### src/rtl/somc_defs.svh
// Purpose: Constants of the operating-mode controller
// Assumes: pclk at 200 MHz
// Notes:   Start latencies in ns, derived cycle counts below
`ifndef SOMC_DEFS_SVH
`define SOMC_DEFS_SVH
`define SOMC_CLK_PERIOD_NS    5
`define SOMC_ACT_START_NS     10000
`define SOMC_STBY_START_NS    35000
`define SOMC_ACT_START_CYC    (`SOMC_ACT_START_NS / `SOMC_CLK_PERIOD_NS)
`define SOMC_STBY_START_CYC   (`SOMC_STBY_START_NS / `SOMC_CLK_PERIOD_NS)
`define SOMC_CFG_STBY_CYC     2000
`define SOMC_WAKE_CYC         4000
`define SOMC_MEAS_BASE_CYC    200
`define SOMC_LF_TICK_CYC      200000
`define SOMC_ADDR_CTRL        12'h000
`define SOMC_ADDR_CONV        12'h004
`define SOMC_ADDR_ALERT       12'h008
`define SOMC_ADDR_STATUS      12'h00C
`define SOMC_ADDR_RESULT      12'h010
`define SOMC_CTRL_RST         32'h00000000
`define SOMC_CONV_RST         32'h00000007
`define SOMC_ALERT_RST        32'h00000000
`define SOMC_CODE_CFG         3'h0
`define SOMC_CODE_STBY        3'h1
`define SOMC_CODE_ACT_CONT    3'h2
`define SOMC_CODE_ACT_TRIG    3'h3
`define SOMC_CODE_WAKE_SLEEP  3'h4
`define SOMC_CODE_SLEEP       3'h5
`define SOMC_CODE_DEEP_SLEEP  3'h6
`endif

### src/rtl/somc_pkg.sv
// Purpose: Types of the operating-mode controller
// Assumes: nothing
// Notes:   State codes written out
package somc_pkg;
	typedef enum logic [2:0] {
		SOMC_CFG   = 3'h0,
		SOMC_STBY  = 3'h1,
		SOMC_ACT   = 3'h2,
		SOMC_WAKES = 3'h3,
		SOMC_SLEEP = 3'h4,
		SOMC_DEEP  = 3'h5,
		SOMC_WAKEUP = 3'h6
	} somc_state_t;
	typedef enum logic [1:0] {
		SOMC_TRIG_REG   = 2'h0,
		SOMC_TRIG_CS    = 2'h1,
		SOMC_TRIG_ALERT = 2'h2,
		SOMC_TRIG_NONE  = 2'h3
	} somc_trig_t;
endpackage

### src/rtl/somc_top.sv
// Purpose: Operating-state controller of a 3D Hall sensor, APB slave
// Assumes: cs and alert pins asynchronous, conversion core external
// Notes:   Zero-wait APB, errors on unmapped addresses
//
// Behaviour
// After reset the device sits in configuration state with registers reachable.
// Host writes the power-state field; device goes to the encoded state.
// Active state converts continuously, first conversion about 10 us after entry.
// Active state offers continuous and triggered conversion by mode select.
// Standby accepts commands, converts only on trigger after about 35 us.
// Configuration state converts on trigger after standby latency plus 35 us.
// Wake-up-and-sleep converts periodically at 1 to 1000 ms intervals.
// Sleep keeps configuration and results, performs no measurements.
// Serial access or host-driven alert wakes the device from sleep.
// Leaving any sleep state returns to configuration after wake latency.
// Deep sleep restores all settings and results to reset defaults.
// Conversion starts are ignored during deep sleep.
// Wake-up-and-sleep may flag data-ready on alert when enabled.
// Alert can be limited to conversions crossing a threshold.
// Triggered conversion starts only from the selected trigger source.
// Conversion time depends on axes, averaging and self-test settings; here it ends on conv_done and meas_cyc never delays a start.
// Host may wake device during wake-up-and-sleep and read results.
// Host uses plain sleep for intervals the periodic wake lacks.
// Threshold crossing toggles alert when enabled and sets status bit.
// Latencies are parameters counted in clock cycles.
// Wake interval timed by low-power tick counter, chosen by a field.
// Mode field decode is parameterised; reserved codes mean configuration.
`timescale 1ns/1ps
`default_nettype none
`include "somc_defs.svh"
module somc_top #(
	parameter logic [31:0] ACT_START_CYC  = `SOMC_ACT_START_CYC,
	parameter logic [31:0] STBY_START_CYC = `SOMC_STBY_START_CYC,
	parameter logic [31:0] CFG_STBY_CYC   = `SOMC_CFG_STBY_CYC,
	parameter logic [31:0] WAKE_CYC       = `SOMC_WAKE_CYC,
	parameter logic [31:0] MEAS_BASE_CYC  = `SOMC_MEAS_BASE_CYC,
	parameter logic [31:0] LF_TICK_CYC    = `SOMC_LF_TICK_CYC,
	parameter logic [2:0]  CODE_CFG       = `SOMC_CODE_CFG,
	parameter logic [2:0]  CODE_STBY      = `SOMC_CODE_STBY,
	parameter logic [2:0]  CODE_ACT_CONT  = `SOMC_CODE_ACT_CONT,
	parameter logic [2:0]  CODE_ACT_TRIG  = `SOMC_CODE_ACT_TRIG,
	parameter logic [2:0]  CODE_WAKES     = `SOMC_CODE_WAKE_SLEEP,
	parameter logic [2:0]  CODE_SLEEP     = `SOMC_CODE_SLEEP,
	parameter logic [2:0]  CODE_DEEP      = `SOMC_CODE_DEEP_SLEEP
) (
	input  wire logic        pclk,
	input  wire logic        presetn,
	input  wire logic        psel,
	input  wire logic        penable,
	input  wire logic        pwrite,
	input  wire logic [11:0] paddr,
	input  wire logic [31:0] pwdata,
	output logic      [31:0] prdata,
	output logic             pready,
	output logic             pslverr,
	input  wire logic        cs_n_pin,
	input  wire logic        alert_in_pin,
	output logic             alert_n_out,
	output logic             alert_n_oe,
	output logic             conv_start,
	output logic             conv_busy,
	input  wire logic        conv_done,
	input  wire logic        conv_thr_cross,
	input  wire logic [15:0] conv_result,
	output logic      [2:0]  op_state
);
	////////////////////////////////////////////////////////////////////////
	// Pin synchronisers, change taken when stages two and three agree
	logic [2:0] cs_sync_ff,  nxt_cs_sync;
	logic [2:0] al_sync_ff,  nxt_al_sync;
	logic       cs_ff,       nxt_cs;
	logic       al_ff,       nxt_al;
	always_comb begin
		nxt_cs_sync = {cs_sync_ff[1:0], cs_n_pin};
		nxt_al_sync = {al_sync_ff[1:0], alert_in_pin};
		nxt_cs = (cs_sync_ff[1] == cs_sync_ff[2]) ? cs_sync_ff[2] : cs_ff;
		nxt_al = (al_sync_ff[1] == al_sync_ff[2]) ? al_sync_ff[2] : al_ff;
	end
	always_ff @(posedge pclk or negedge presetn) begin
		if (!presetn) begin
			cs_sync_ff <= 3'h7;
			al_sync_ff <= 3'h0;
			cs_ff      <= 1'b1;
			al_ff      <= 1'b0;
		end else begin
			cs_sync_ff <= nxt_cs_sync;
			al_sync_ff <= nxt_al_sync;
			cs_ff      <= nxt_cs;
			al_ff      <= nxt_al;
		end
	end
	logic cs_fall;
	logic al_rise;
	assign cs_fall = cs_ff && !nxt_cs;
	assign al_rise = !al_ff && nxt_al;
	////////////////////////////////////////////////////////////////////////
	// Registers: ctrl[2:0] mode; conv[2:0] axes, [4:3] avg, [6:5] sched,
	// [7] selftest, [9:8] trig source, [13:10] interval; alert[0] ready en,
	// [1] threshold only, [2] threshold en; ctrl write of 1 to bit 8 = soft trigger
	somc_pkg::somc_state_t state_ff, nxt_state;
	logic [31:0] ctrl_ff,  nxt_ctrl;
	logic [31:0] conv_ff,  nxt_conv;
	logic [31:0] alrt_ff,  nxt_alrt;
	logic [15:0] res_ff,   nxt_res;
	logic        thr_ff,   nxt_thr;
	logic        rdy_ff,   nxt_rdy;
	logic        alert_ff, nxt_alert;
	logic [31:0] cnt_ff,   nxt_cnt;
	logic [31:0] lf_ff,    nxt_lf;
	logic [9:0]  ticks_ff, nxt_ticks;
	logic        pend_ff,  nxt_pend;
	logic        busy_ff,  nxt_busy;
	logic        start_ff, nxt_start;
	logic [31:0] rdata_ff, nxt_rdata;
	logic        err_ff,   nxt_err;
	logic        wr, rd, mapped, soft_trig, trig, wake_req;
	logic [2:0]  mode;
	logic [9:0]  interval_ms;
	logic [31:0] meas_cyc;
	assign wr     = psel && penable && pwrite;
	assign rd     = psel && !penable && !pwrite;
	assign mapped = (paddr == `SOMC_ADDR_CTRL) || (paddr == `SOMC_ADDR_CONV) ||
		(paddr == `SOMC_ADDR_ALERT) || (paddr == `SOMC_ADDR_STATUS) || (paddr == `SOMC_ADDR_RESULT);
	assign soft_trig = wr && (paddr == `SOMC_ADDR_CTRL) && pwdata[8];
	assign mode = ctrl_ff[2:0];
	always_comb begin
		unique case (somc_pkg::somc_trig_t'(conv_ff[9:8]))
			somc_pkg::SOMC_TRIG_REG:   trig = soft_trig;
			somc_pkg::SOMC_TRIG_CS:    trig = cs_fall;
			somc_pkg::SOMC_TRIG_ALERT: trig = al_rise;
			somc_pkg::SOMC_TRIG_NONE:  trig = 1'b0;
		endcase
	end
	always_comb begin
		unique case (conv_ff[13:10])
			4'h0:    interval_ms = 10'd1;
			4'h1:    interval_ms = 10'd5;
			4'h2:    interval_ms = 10'd10;
			4'h3:    interval_ms = 10'd15;
			4'h4:    interval_ms = 10'd20;
			4'h5:    interval_ms = 10'd30;
			4'h6:    interval_ms = 10'd100;
			4'h7:    interval_ms = 10'd500;
			default: interval_ms = 10'd1000;
		endcase
	end
	// Axes count plus one times averaging, plus base shifted by [6:5] with self-test
	always_comb begin
		meas_cyc = MEAS_BASE_CYC * (32'(conv_ff[0]) + 32'(conv_ff[1]) + 32'(conv_ff[2]) + 32'd1);
		meas_cyc = meas_cyc << conv_ff[4:3];
		if (conv_ff[7])
			meas_cyc = meas_cyc + (MEAS_BASE_CYC << conv_ff[6:5]);
	end
	assign wake_req = cs_fall || al_rise;
	always_comb begin
		nxt_state = state_ff;
		nxt_ctrl  = ctrl_ff;
		nxt_conv  = conv_ff;
		nxt_alrt  = alrt_ff;
		nxt_res   = res_ff;
		nxt_thr   = thr_ff;
		nxt_rdy   = rdy_ff;
		nxt_alert = alert_ff;
		nxt_cnt   = (cnt_ff != 32'h0) ? cnt_ff - 32'h1 : 32'h0;
		nxt_lf    = lf_ff;
		nxt_ticks = ticks_ff;
		nxt_pend  = pend_ff;
		nxt_busy  = busy_ff;
		nxt_start = 1'b0;
		nxt_rdata = rdata_ff;
		nxt_err   = 1'b0;
		if (rd) begin
			unique case (paddr)
				`SOMC_ADDR_CTRL:   nxt_rdata = ctrl_ff;
				`SOMC_ADDR_CONV:   nxt_rdata = conv_ff;
				`SOMC_ADDR_ALERT:  nxt_rdata = alrt_ff;
				`SOMC_ADDR_STATUS: nxt_rdata = {26'h0, busy_ff, rdy_ff, thr_ff, state_ff};
				`SOMC_ADDR_RESULT: nxt_rdata = {16'h0, res_ff};
				default:           nxt_rdata = 32'h0;
			endcase
		end
		if (psel && !penable)
			nxt_err = !mapped;
		if (wr && mapped && state_ff != somc_pkg::SOMC_WAKEUP) begin
			unique case (paddr)
				`SOMC_ADDR_CTRL:   nxt_ctrl = {29'h0, pwdata[2:0]};
				`SOMC_ADDR_CONV:   nxt_conv = {18'h0, pwdata[13:0]};
				`SOMC_ADDR_ALERT:  nxt_alrt = {29'h0, pwdata[2:0]};
				`SOMC_ADDR_STATUS: begin
					nxt_thr = thr_ff && !pwdata[2];
					nxt_rdy = rdy_ff && !pwdata[3];
				end
				default: ;
			endcase
		end
		// Conversion progress
		if (busy_ff && conv_done) begin
			nxt_busy = 1'b0;
			nxt_res  = conv_result;
			nxt_rdy  = 1'b1;
			if (conv_thr_cross && alrt_ff[2]) begin
				nxt_thr   = 1'b1;
				nxt_alert = !alert_ff;
			end else if (state_ff == somc_pkg::SOMC_WAKES && alrt_ff[0] && !alrt_ff[1])
				nxt_alert = !alert_ff;
		end
		if (pend_ff && cnt_ff == 32'h0 && !busy_ff && mode != CODE_SLEEP && mode != CODE_DEEP) begin
			nxt_pend  = 1'b0;
			nxt_start = 1'b1;
			nxt_busy  = 1'b1;
			nxt_cnt   = meas_cyc;
		end
		unique case (state_ff)
			somc_pkg::SOMC_CFG, somc_pkg::SOMC_STBY: begin
				if (trig && !pend_ff && !busy_ff) begin
					nxt_pend = 1'b1;
					nxt_cnt  = (state_ff == somc_pkg::SOMC_CFG) ?
						CFG_STBY_CYC + STBY_START_CYC : STBY_START_CYC;
				end
			end
			somc_pkg::SOMC_ACT: begin
				if (mode == CODE_ACT_CONT && !pend_ff && !busy_ff && !nxt_busy) begin
					nxt_pend = 1'b1;
					nxt_cnt  = 32'h0;
				end else if (mode == CODE_ACT_TRIG && trig && !pend_ff && !busy_ff) begin
					nxt_pend = 1'b1;
					nxt_cnt  = ACT_START_CYC;
				end
			end
			somc_pkg::SOMC_WAKES: begin
				nxt_lf = (lf_ff >= LF_TICK_CYC - 32'h1) ? 32'h0 : lf_ff + 32'h1;
				if (lf_ff >= LF_TICK_CYC - 32'h1) begin
					if (ticks_ff >= interval_ms - 10'd1) begin
						nxt_ticks = 10'h0;
						if (!busy_ff && !pend_ff) begin
							nxt_pend = 1'b1;
							nxt_cnt  = CFG_STBY_CYC + STBY_START_CYC;
						end
					end else
						nxt_ticks = ticks_ff + 10'd1;
				end
			end
			default: ;
		endcase
		// Mode decode, reserved codes fall back to configuration
		if (state_ff != somc_pkg::SOMC_WAKEUP && state_ff != somc_pkg::SOMC_SLEEP &&
			state_ff != somc_pkg::SOMC_DEEP && state_ff != somc_pkg::SOMC_WAKES) begin
			if (mode == CODE_STBY)
				nxt_state = somc_pkg::SOMC_STBY;
			else if (mode == CODE_ACT_CONT || mode == CODE_ACT_TRIG) begin
				if (state_ff != somc_pkg::SOMC_ACT) begin
					nxt_cnt  = ACT_START_CYC;
					nxt_pend = nxt_pend || (mode == CODE_ACT_CONT);
				end
				nxt_state = somc_pkg::SOMC_ACT;
			end else if (mode == CODE_WAKES) begin
				nxt_state = somc_pkg::SOMC_WAKES;
				nxt_lf    = 32'h0;
				nxt_ticks = 10'h0;
			end else if (mode == CODE_SLEEP) begin
				nxt_state = somc_pkg::SOMC_SLEEP;
				nxt_pend  = 1'b0;
			end else if (mode == CODE_DEEP) begin
				nxt_state = somc_pkg::SOMC_DEEP;
				nxt_ctrl  = `SOMC_CTRL_RST;
				nxt_conv  = `SOMC_CONV_RST;
				nxt_alrt  = `SOMC_ALERT_RST;
				nxt_res   = 16'h0;
				nxt_thr   = 1'b0;
				nxt_rdy   = 1'b0;
				nxt_pend  = 1'b0;
			end else
				nxt_state = somc_pkg::SOMC_CFG;
		end
		if ((state_ff == somc_pkg::SOMC_SLEEP || state_ff == somc_pkg::SOMC_DEEP ||
			state_ff == somc_pkg::SOMC_WAKES) && (wake_req || (wr && mapped))) begin
			nxt_state = somc_pkg::SOMC_WAKEUP;
			nxt_cnt   = WAKE_CYC;
			nxt_pend  = 1'b0;
		end
		if (state_ff == somc_pkg::SOMC_WAKEUP && cnt_ff == 32'h0) begin
			nxt_state = somc_pkg::SOMC_CFG;
			nxt_ctrl  = {29'h0, CODE_CFG};
		end
	end
	always_ff @(posedge pclk or negedge presetn) begin
		if (!presetn) begin
			state_ff <= somc_pkg::SOMC_CFG;
			ctrl_ff  <= `SOMC_CTRL_RST;
			conv_ff  <= `SOMC_CONV_RST;
			alrt_ff  <= `SOMC_ALERT_RST;
			res_ff   <= 16'h0;
			thr_ff   <= 1'b0;
			rdy_ff   <= 1'b0;
			alert_ff <= 1'b0;
			cnt_ff   <= 32'h0;
			lf_ff    <= 32'h0;
			ticks_ff <= 10'h0;
			pend_ff  <= 1'b0;
			busy_ff  <= 1'b0;
			start_ff <= 1'b0;
			rdata_ff <= 32'h0;
			err_ff   <= 1'b0;
		end else begin
			state_ff <= nxt_state;
			ctrl_ff  <= nxt_ctrl;
			conv_ff  <= nxt_conv;
			alrt_ff  <= nxt_alrt;
			res_ff   <= nxt_res;
			thr_ff   <= nxt_thr;
			rdy_ff   <= nxt_rdy;
			alert_ff <= nxt_alert;
			cnt_ff   <= nxt_cnt;
			lf_ff    <= nxt_lf;
			ticks_ff <= nxt_ticks;
			pend_ff  <= nxt_pend;
			busy_ff  <= nxt_busy;
			start_ff <= nxt_start;
			rdata_ff <= nxt_rdata;
			err_ff   <= nxt_err;
		end
	end
	assign prdata      = rdata_ff;
	assign pready      = 1'b1;
	assign pslverr     = err_ff && psel && penable;
	assign alert_n_out = 1'b0;
	assign alert_n_oe  = alert_ff;
	assign conv_start  = start_ff;
	assign conv_busy   = busy_ff;
	assign op_state    = state_ff;
endmodule
`default_nettype wire

### config.mk
export PLATFORM = sky130hd
export DESIGN_NAME = somc_top
export DESIGN_NICKNAME = d
export VERILOG_FILES = /design/src/rtl/somc_pkg.sv /design/src/rtl/somc_top.sv
export VERILOG_INCLUDE_DIRS = /design/src /design/src/rtl
export SDC_FILE = /design/constraint.sdc
export NUM_CORES = 1
export LEC_CHECK = 0
export BUFFER_PORTS_ARGS = -buffer_cell sky130_fd_sc_hd__buf_2
export CAP_MARGIN = 40
export CORE_AREA = 2 2 177 179
export CTS_CLUSTER_SIZE = 10
export DETAILED_ROUTE_END_ITERATION = 10
export DIE_AREA = 0 0 179 181
export HOLD_SLACK_MARGIN = 0.12
export PLACE_DENSITY = 0.6
export SKIP_CTS_REPAIR_TIMING = 1
export SYNTH_ARGS = -nofsm -noshare
export SYNTH_HDL_FRONTEND = slang
export SYNTH_SLANG_ARGS = --single-unit
### constraint.sdc
create_clock -name pclk -period 6.3 [get_ports pclk]
set_input_delay 0.315 -clock pclk [delete_from_list [all_inputs] [get_ports pclk]]
set_output_delay 0.315 -clock pclk [all_outputs]
set_load 0.03 [all_outputs]
======== After elaboration in Yosys (flattened, before gate mapping) ========
Memories as Yosys holds them, arrays and structs flattened.
Cells that the tools add are included.
operators by class
  add/sub/neg operators ................... 8
  $mul .................................... 1
  $lt $le $gt $ge ......................... 2
  eq/ne operators ......................... 28
  shift operators ......................... 2
  muxes and demuxes ....................... 115
  reductions and logical operators ........ 67
operators with widths
  operator                                                              count
  two-way mux 32 bit                                                    45
  one-hot mux 32 bit (5 select lines)                                   1
  two-way mux 16 bit                                                    7
  one-hot mux 32 bit (3 select lines)                                   1
  two-way mux 10 bit                                                    8
  two-way mux 1 bit                                                     42
  logical AND 1 bit                                                     36
  adder 32 x 1 -> 32 bit (second input constant)                        1
  adder 32 bit                                                          1
  greater-or-equal comparator 32 x 18 -> 1 bit (second input constant)  1
  zero test 32 bit                                                      1
  nonzero test 32 bit                                                   1
  << shifter 12 x 2 -> 32 bit                                           1
  << shifter 8 x 2 -> 32 bit (first input constant)                     1
  subtractor 32 x 1 -> 32 bit (second input constant)                   1
  == test 12 x 4 -> 1 bit (second input constant)                       2
  two-way mux 3 bit                                                     8
  == test 3 bit (second input constant)                                 6
  != test 3 bit (second input constant)                                 5
  two-way mux 14 bit                                                    1
  == test 12 x 3 -> 1 bit (second input constant)                       1
  == test 12 x 5 -> 1 bit (second input constant)                       1
  == test 3 x 2 -> 1 bit (second input constant)                        4
  zero test 1 bit                                                       12
  22 further kinds                                                      35
word-level totals
  register bits after elaboration ......... 236
  memory bits (read-only) ................. 72
  memories ................................ 1
memories
  memory           depth  bits a word  rd ports  clocked after Yosys merged registers in  wr ports  RTL line         source
  (no name shown)  8      9            1         0                                        0         somc_top.sv:135  unique case (conv_ff[13:10])

======== Longest topological paths before layout ========
  depth in word-level cells ............... 18
  gate-level depth with buffers ........... 16
  gate-level depth less buffers ........... 16

======== Worst setup path before layout ========
OpenSTA, ideal clock, no wires.
  path kind ............................... register to register
  start point ............................. reg conv_ff[0]
  end point ............................... reg cnt_ff[13]
  arrival ................................. 3.509 ns
  setup slack ............................. 2.704 ns
  cell stages (with the launch flop) ...... 17
  clock period less this slack ............ 3.596 ns
  cells stage by stage .................... dfstp_2 -> inv_1 -> ha_1 -> inv_1 -> ha_1 -> ha_1 -> and2_1 -> nor3_1 -> a21oi_1 -> ha_1 -> nor2b_1 -> o31a_1 -> o21ai_0 -> a211o_1 -> a211oi_1 -> o21ai_0 -> a211oi_2
on the way
  cells in the longest elaborated chain, start to end .. 17
ends and longest elaborated chain
  what                                   RTL line         source
  from (decl)                            somc_top.sv:102  logic [31:0] conv_ff, nxt_conv;
  from (signal assigned)                 somc_top.sv:290  conv_ff <= `SOMC_CONV_RST;
  from (signal assigned)                 somc_top.sv:307  conv_ff <= nxt_conv;
  adder 1 x 1 -> 2 bit *                 somc_top.sv:149  meas_cyc = MEAS_BASE_CYC * (32'(conv_ff[0]) + 32'(conv_ff[1]) + 32'(conv_ff[2]) + 32'd1);
  adder 2 x 1 -> 3 bit *                 somc_top.sv:149
  adder 3 x 1 -> 4 bit *                 somc_top.sv:149
  multiplier 5 x 4 -> 9 bit *            somc_top.sv:149
  << shifter 12 x 2 -> 32 bit *          somc_top.sv:150  meas_cyc = meas_cyc << conv_ff[4:3];
  adder 32 bit                           somc_top.sv:152  meas_cyc = meas_cyc + (MEAS_BASE_CYC << conv_ff[6:5]);
  two-way mux 32 bit *                   somc_top.sv:151  if (conv_ff[7])
  two-way mux 32 bit *                   somc_top.sv:207  if (pend_ff && cnt_ff == 32'h0 && !busy_ff && mode != CODE_SLEEP && mode != CODE_DEEP) begin
  (+2 left out)                          n/a
  two-way mux 32 bit                     somc_top.sv:232  if (lf_ff >= LF_TICK_CYC - 32'h1) begin
  one-hot mux 32 bit (3 select lines) *  somc_top.sv:213  unique case (state_ff)
  two-way mux 32 bit                     somc_top.sv:251  if (state_ff != somc_pkg::SOMC_ACT) begin
  two-way mux 32 bit                     somc_top.sv:250  else if (mode == CODE_ACT_CONT || mode == CODE_ACT_TRIG) begin
  two-way mux 32 bit                     somc_top.sv:248  if (mode == CODE_STBY)
  two-way mux 32 bit *                   somc_top.sv:246  if (state_ff != somc_pkg::SOMC_WAKEUP && state_ff != somc_pkg::SOMC_SLEEP &&
  two-way mux 32 bit *                   somc_top.sv:275  if ((state_ff == somc_pkg::SOMC_SLEEP || state_ff == somc_pkg::SOMC_DEEP ||
  named net nxt_cnt[13]                  somc_top.sv:108  logic [31:0] cnt_ff, nxt_cnt;
  to (signal assigned)                   somc_top.sv:313  cnt_ff <= nxt_cnt;
  to (decl)                              somc_top.sv:108
The timed path passes the listed nets; every way through them passes the cells marked *.
A chain may end at the register's enable or synchronous reset.

======== Worst setup path in the final report ========
Ends and elaborated chain as after synthesis.

==> report_table.html <==
<table>
<tr><th>Metric</th><th>Value</th></tr>
<tr><th colspan="2">Yosys</th></tr>
<tr><td>Area share of the largest cell type after synthesis</td><td>0.476</td></tr>
<tr><td>Flip-flop and latch count after synthesis</td><td>236</td></tr>
<tr><td>Compound-gate portion of the synthesized area</td><td>0.135</td></tr>
<tr><td>Mean cell area of the mapped netlist</td><td>9.45 sq um</td></tr>
<tr><td>Adder-Cell Fraction of Synth Area</td><td>0.0393</td></tr>
<tr><td>Main combinational cell family by area after synthesis</td><td>simple AND/OR/NAND/NOR gates</td></tr>
<tr><td>Number of enable-type register cells in the synthesized netlist</td><td>0</td></tr>
<tr><td>Cell type with the largest total area after synthesis</td><td>sky130_fd_sc_hd__dfrtp_1</td></tr>
<tr><td>Most instantiated flip-flop cell in the synthesis netlist</td><td>sky130_fd_sc_hd__dfrtp_1</td></tr>
<tr><td>Most frequent cells after synthesis</td><td>229 x sky130_fd_sc_hd__dfrtp_1, 158 x sky130_fd_sc_hd__nor2_1, 146 x sky130_fd_sc_hd__nand2_1</td></tr>
<tr><td>Most repeated cell in the gate-level netlist after synthesis</td><td>sky130_fd_sc_hd__dfrtp_1</td></tr>
<tr><td>Synth Area in XOR/XNOR</td><td>0.0429</td></tr>
<tr><td>Portion of the post-synthesis area used by sequential elements</td><td>0.491</td></tr>
<tr><td>Nets in the synthesized netlist</td><td>between 1k and 1.5k</td></tr>
<tr><td>Count of synthesis-stage warnings from yosys</td><td>0</td></tr>
<tr><td>Multiplexer fraction of the synthesized cell area</td><td>0.0338</td></tr>
<tr><td>Synthesized instance count</td><td>1274</td></tr>
<tr><td>Synth Area in Simple Gates</td><td>0.220</td></tr>
<tr><td>Synth async-reset ratio</td><td>1.00</td></tr>
<tr><td>Dominant cells by area after synthesis</td><td>sky130_fd_sc_hd__dfrtp_1 48%, sky130_fd_sc_hd__nor2_1 4.9%, sky130_fd_sc_hd__nand2_1 4.6%, sky130_fd_sc_hd__a21oi_1 3.7%, sky130_fd_sc_hd__ha_1 3.4%</td></tr>
<tr><td>Number of distinct standard cells referenced by the synthesized netlist</td><td>between 70 and 80</td></tr>
<tr><td>Summed instance area of the synthesized netlist</td><td>12000 sq um</td></tr>
<tr><th colspan="2">Global routing</th></tr>
<tr><td>Overall fraction of global-route tracks in use</td><td>0.194</td></tr>
<tr><td>Largest net degree at the start of global routing</td><td>about 130</td></tr>
<tr><td>Number of antenna violations at the first check in global routing</td><td>2</td></tr>
<tr><td>Global-route wire length before repair</td><td>a little over 50 mm</td></tr>
<tr><td>Via count of the first global-routing pass</td><td>9203</td></tr>
<tr><td>Total grt overflow</td><td>0</td></tr>
<tr><th colspan="2">Final layout</th></tr>
<tr><td>Area taken by multi-input logic gates</td><td>5680 sq um</td></tr>
<tr><td>Utilization after layout</td><td>0.464</td></tr>
<tr><td>Layout cells sized above 1</td><td>0.124</td></tr>
<tr><td>Area growth syn-to-layout</td><td>17.1%</td></tr>
<tr><td>Sequential cell area in the final layout</td><td>5910 sq um</td></tr>
<tr><td># fillers</td><td>2859</td></tr>
<tr><td>Cell Count, Final, Fillers Out</td><td>between 1.5k and 2k</td></tr>
<tr><td>Summed area of non-filler cells in the final layout</td><td>approximately 14000 sq um</td></tr>
<tr><td>Nets</td><td>1475</td></tr>
<tr><th colspan="2">Clock network</th></tr>
<tr><td>Level count of the clock H-tree</td><td>1</td></tr>
<tr><td>Clk_lat worst skew</td><td>0.56 ns</td></tr>
<tr><td>Clock sink total</td><td>236</td></tr>
<tr><td>Cell at the root of the clock tree</td><td>sky130_fd_sc_hd__clkbuf_16</td></tr>
<tr><td>CTS tree</td><td>built</td></tr>
<tr><td>Inserted Clock Buffers</td><td>28</td></tr>
<tr><td>Clock transition at the registers of the reported paths</td><td>around 0.060 ns</td></tr>
<tr><td>Deepest clock path buffer count</td><td>3</td></tr>
<tr><th colspan="2">STA</th></tr>
<tr><td>Final total negative setup slack</td><td>0 ns</td></tr>
<tr><td>Final critical-path setup slack</td><td>2.27 ns</td></tr>
<tr><td>F_max</td><td>about 250 MHz</td></tr>
<tr><td>Crit path time final</td><td>4.03 ns</td></tr>
<tr><td>Final-report hold violation count</td><td>0</td></tr>
<tr><td>RSZ-0062 raised after global routing</td><td>false</td></tr>
<tr><td>Worst Max-Slew Pin Slew</td><td>0.902 ns</td></tr>
<tr><td>Worst hold slack</td><td>~0.15 ns</td></tr>
<tr><td>Number of pins exceeding their max-slew limit in the final report</td><td>0</td></tr>
<tr><td>Clock tree skew after final layout</td><td>0.0206 ns</td></tr>
<tr><td>Slew HR</td><td>0.397</td></tr>
<tr><td>Setup-failing EPs final</td><td>0</td></tr>
<tr><td>Share of the cycle needed by the critical path after routing</td><td>0.640</td></tr>
<tr><th colspan="2">Worst setup path</th></tr>
<tr><td>Critical path's largest stage delay</td><td>0.53 ns</td></tr>
<tr><td>Endpoint kind of the worst setup timing path</td><td>flip-flop</td></tr>
<tr><td>Top Family by Delay on Critical Path</td><td>compound AO/OA/AOI/OAI gates</td></tr>
<tr><td>Total buffers and inverters traversed by the critical path</td><td>2</td></tr>
<tr><td>Biggest fanout along the worst timing path</td><td>6</td></tr>
<tr><td>Data arrival at the endpoint of the critical path</td><td>4.49 ns</td></tr>
<tr><td>Start-to-end type of the worst setup path</td><td>reg2reg</td></tr>
<tr><td>CP dominant cell by count</td><td>sky130_fd_sc_hd__ha_1</td></tr>
<tr><td>Type of origin of the critical path</td><td>flip-flop</td></tr>
<tr><td>Critical-path cell with the highest stage delay</td><td>sky130_fd_sc_hd__dfstp_2</td></tr>
<tr><td>Critical Path, Cell by Cell</td><td>inv_1, ha_1, inv_1, ha_1, ha_1, and2_1, nor3_1, a21oi_1, ha_1, nor2b_1, o31a_1, o21ai_0, a211o_1, a211oi_1, o21ai_0, a211oi_2</td></tr>
<tr><td>Data required time at the worst endpoint</td><td>6.75 ns</td></tr>
<tr><th colspan="2">Detailed routing</th></tr>
<tr><td>Aggregate routed wire length</td><td>31.4 mm</td></tr>
<tr><td>Router iterations before antenna repair</td><td>8</td></tr>
<tr><td>Iter 0 DRT Violations</td><td>719</td></tr>
<tr><td>Total via count in the routed design</td><td>just under 10k</td></tr>
<tr><td>Wire per inst</td><td>17.6 um</td></tr>
<tr><td>ANT nets after route</td><td>0</td></tr>
<tr><td>DR DRC count</td><td>0</td></tr>
<tr><td>Vias per cell</td><td>5.40</td></tr>
<tr><th colspan="2">Flow run</th></tr>
<tr><td>Maxcap violations</td><td>0</td></tr>
<tr><th colspan="2">Run status</th></tr>
<tr><td>Result of the run</td><td>finished, final reports clean</td></tr>
<tr><th colspan="2">Floorplan</th></tr>
<tr><td>Die extent in x</td><td>approximately 180 um</td></tr>
<tr><td>I/O pin cnt</td><td>110</td></tr>
<tr><td>CORE AREA</td><td>30300 sq um</td></tr>
<tr><td>Initial cell density of the core</td><td>0.397</td></tr>
<tr><td>Height of the chip</td><td>181 um</td></tr>
<tr><td>Number of cell rows</td><td>64</td></tr>
<tr><td>Floorplan die area</td><td>approximately 32000 sq um</td></tr>
<tr><th colspan="2">Worst hold path</th></tr>
<tr><td>Type of the tightest min-delay check</td><td>in2reg</td></tr>
<tr><th colspan="2">Power and ir drop</th></tr>
<tr><td>Peak supply drop</td><td>171 uV</td></tr>
<tr><td>Design Power</td><td>around 3.2 mW</td></tr>
<tr><td>Leakage component of the power</td><td>6.75 nW</td></tr>
<tr><td>Power density cells</td><td>228 nW/um^2</td></tr>
<tr><th colspan="2">Placement</th></tr>
<tr><td>HPWL after detailed placement</td><td>around 21 mm</td></tr>
<tr><td>Placed cell areas</td><td>between 10000 and 15000 sq um</td></tr>
<tr><td>Post-place setup slack</td><td>2.28 ns</td></tr>
<tr><td>Port-buffer cells</td><td>89</td></tr>
<tr><td>Placed insts</td><td>1703</td></tr>
<tr><td>Routability congestion estimate from global placement</td><td>0.903</td></tr>
</table>
## cells by family after synthesis
logic type | after synthesis
DFF | 236
buffers and inverters | 111
AOI/OAI and AO/OA | 251
muxes | 33
adders and majority gates | 37
other | 2
xor gates and xnor gates | 59
and+or+nand+nor | 545
## flip-flops by register name, indices dropped and copies added, names as in the netlist, 10 cells and up
name and cells:
alrt_ff 32, cnt_ff 32, conv_ff 32, ctrl_ff 32, lf_ff 32, prdata 32, res_ff 16, ticks_ff 10
## power breakdown
group	switching, mW	leakage [nW]	internal [mW]	total (mW)
clock	0.629	0.407	0.872	1.50
sequential	0.0155	3.15	1.54	1.56
combinational	0.101	3.19	0.0567	0.157
total	0.745	6.75	2.47	3.22
## routing by layer
metal / track usage / part of all wire
met3: 0.0391 / 0.053
met5: 0 / 0
met2: 0.296 / 0.45
met4: 0.0650 / 0.035
met1: 0.275 / 0.46
## worst min-delay path, delay by kind of cell
| kind | cells | cell delay (ns) |
|---|---|---|
| simple gates | 1 | 0.11 |
| compound gates | 1 | 0.09 |
| buf+inv | 1 | 0.13 |
## area by class of cell
type | count | area share
diodes | 2 | 0.000355
clock buffers | 47 | 0.0576
clock inverters | 2 | 0.00249
inverters | 36 | 0.00959
multi-input cells | 927 | 0.403
flip-flops and latches | 236 | 0.420
well taps | 396 | 0.0352
repair buffers | 142 | 0.0719
## placed cells by master, fill, tap and decap left out, drive strengths merged, types with 8 or more instances in the layout
cell         count
clkbuf          47
nor2           158
nor4            18
and2            36
ha              33
a222oi          10
mux2i           26
inv             33
o21ai           34
a211oi          10
a21oi           90
a31oi           15
dfrtp          229
o211ai          14
or4              8
dlygate4sd3     34
nand3           21
o31ai           19
buf            107
xor2            20
nand2          146
a21o            12
nand4           15
nor3            35
and3            59
xnor2           39
nand2b           9
or3              9
nor2b           13
## final timing paths
kind / start / end / slack (ns) / depth (start not counted)
worst min register to register: cs_sync_ff[0] / cs_sync_ff[1] / 0.36 / 0
worst min-delay path: psel / err_ff / 0.15 / 3
min in group asynchronous: presetn / cnt_ff[24] / 0.37 / 2
max in group asynchronous: presetn / prdata[1] / 4.72 / 3
worst max register to register: conv_ff[0] / cnt_ff[13] / 2.27 / 16
worst max-delay path: conv_ff[0] / cnt_ff[13] / 2.27 / 16
Note: power is estimated with default switching activity, not from simulation.
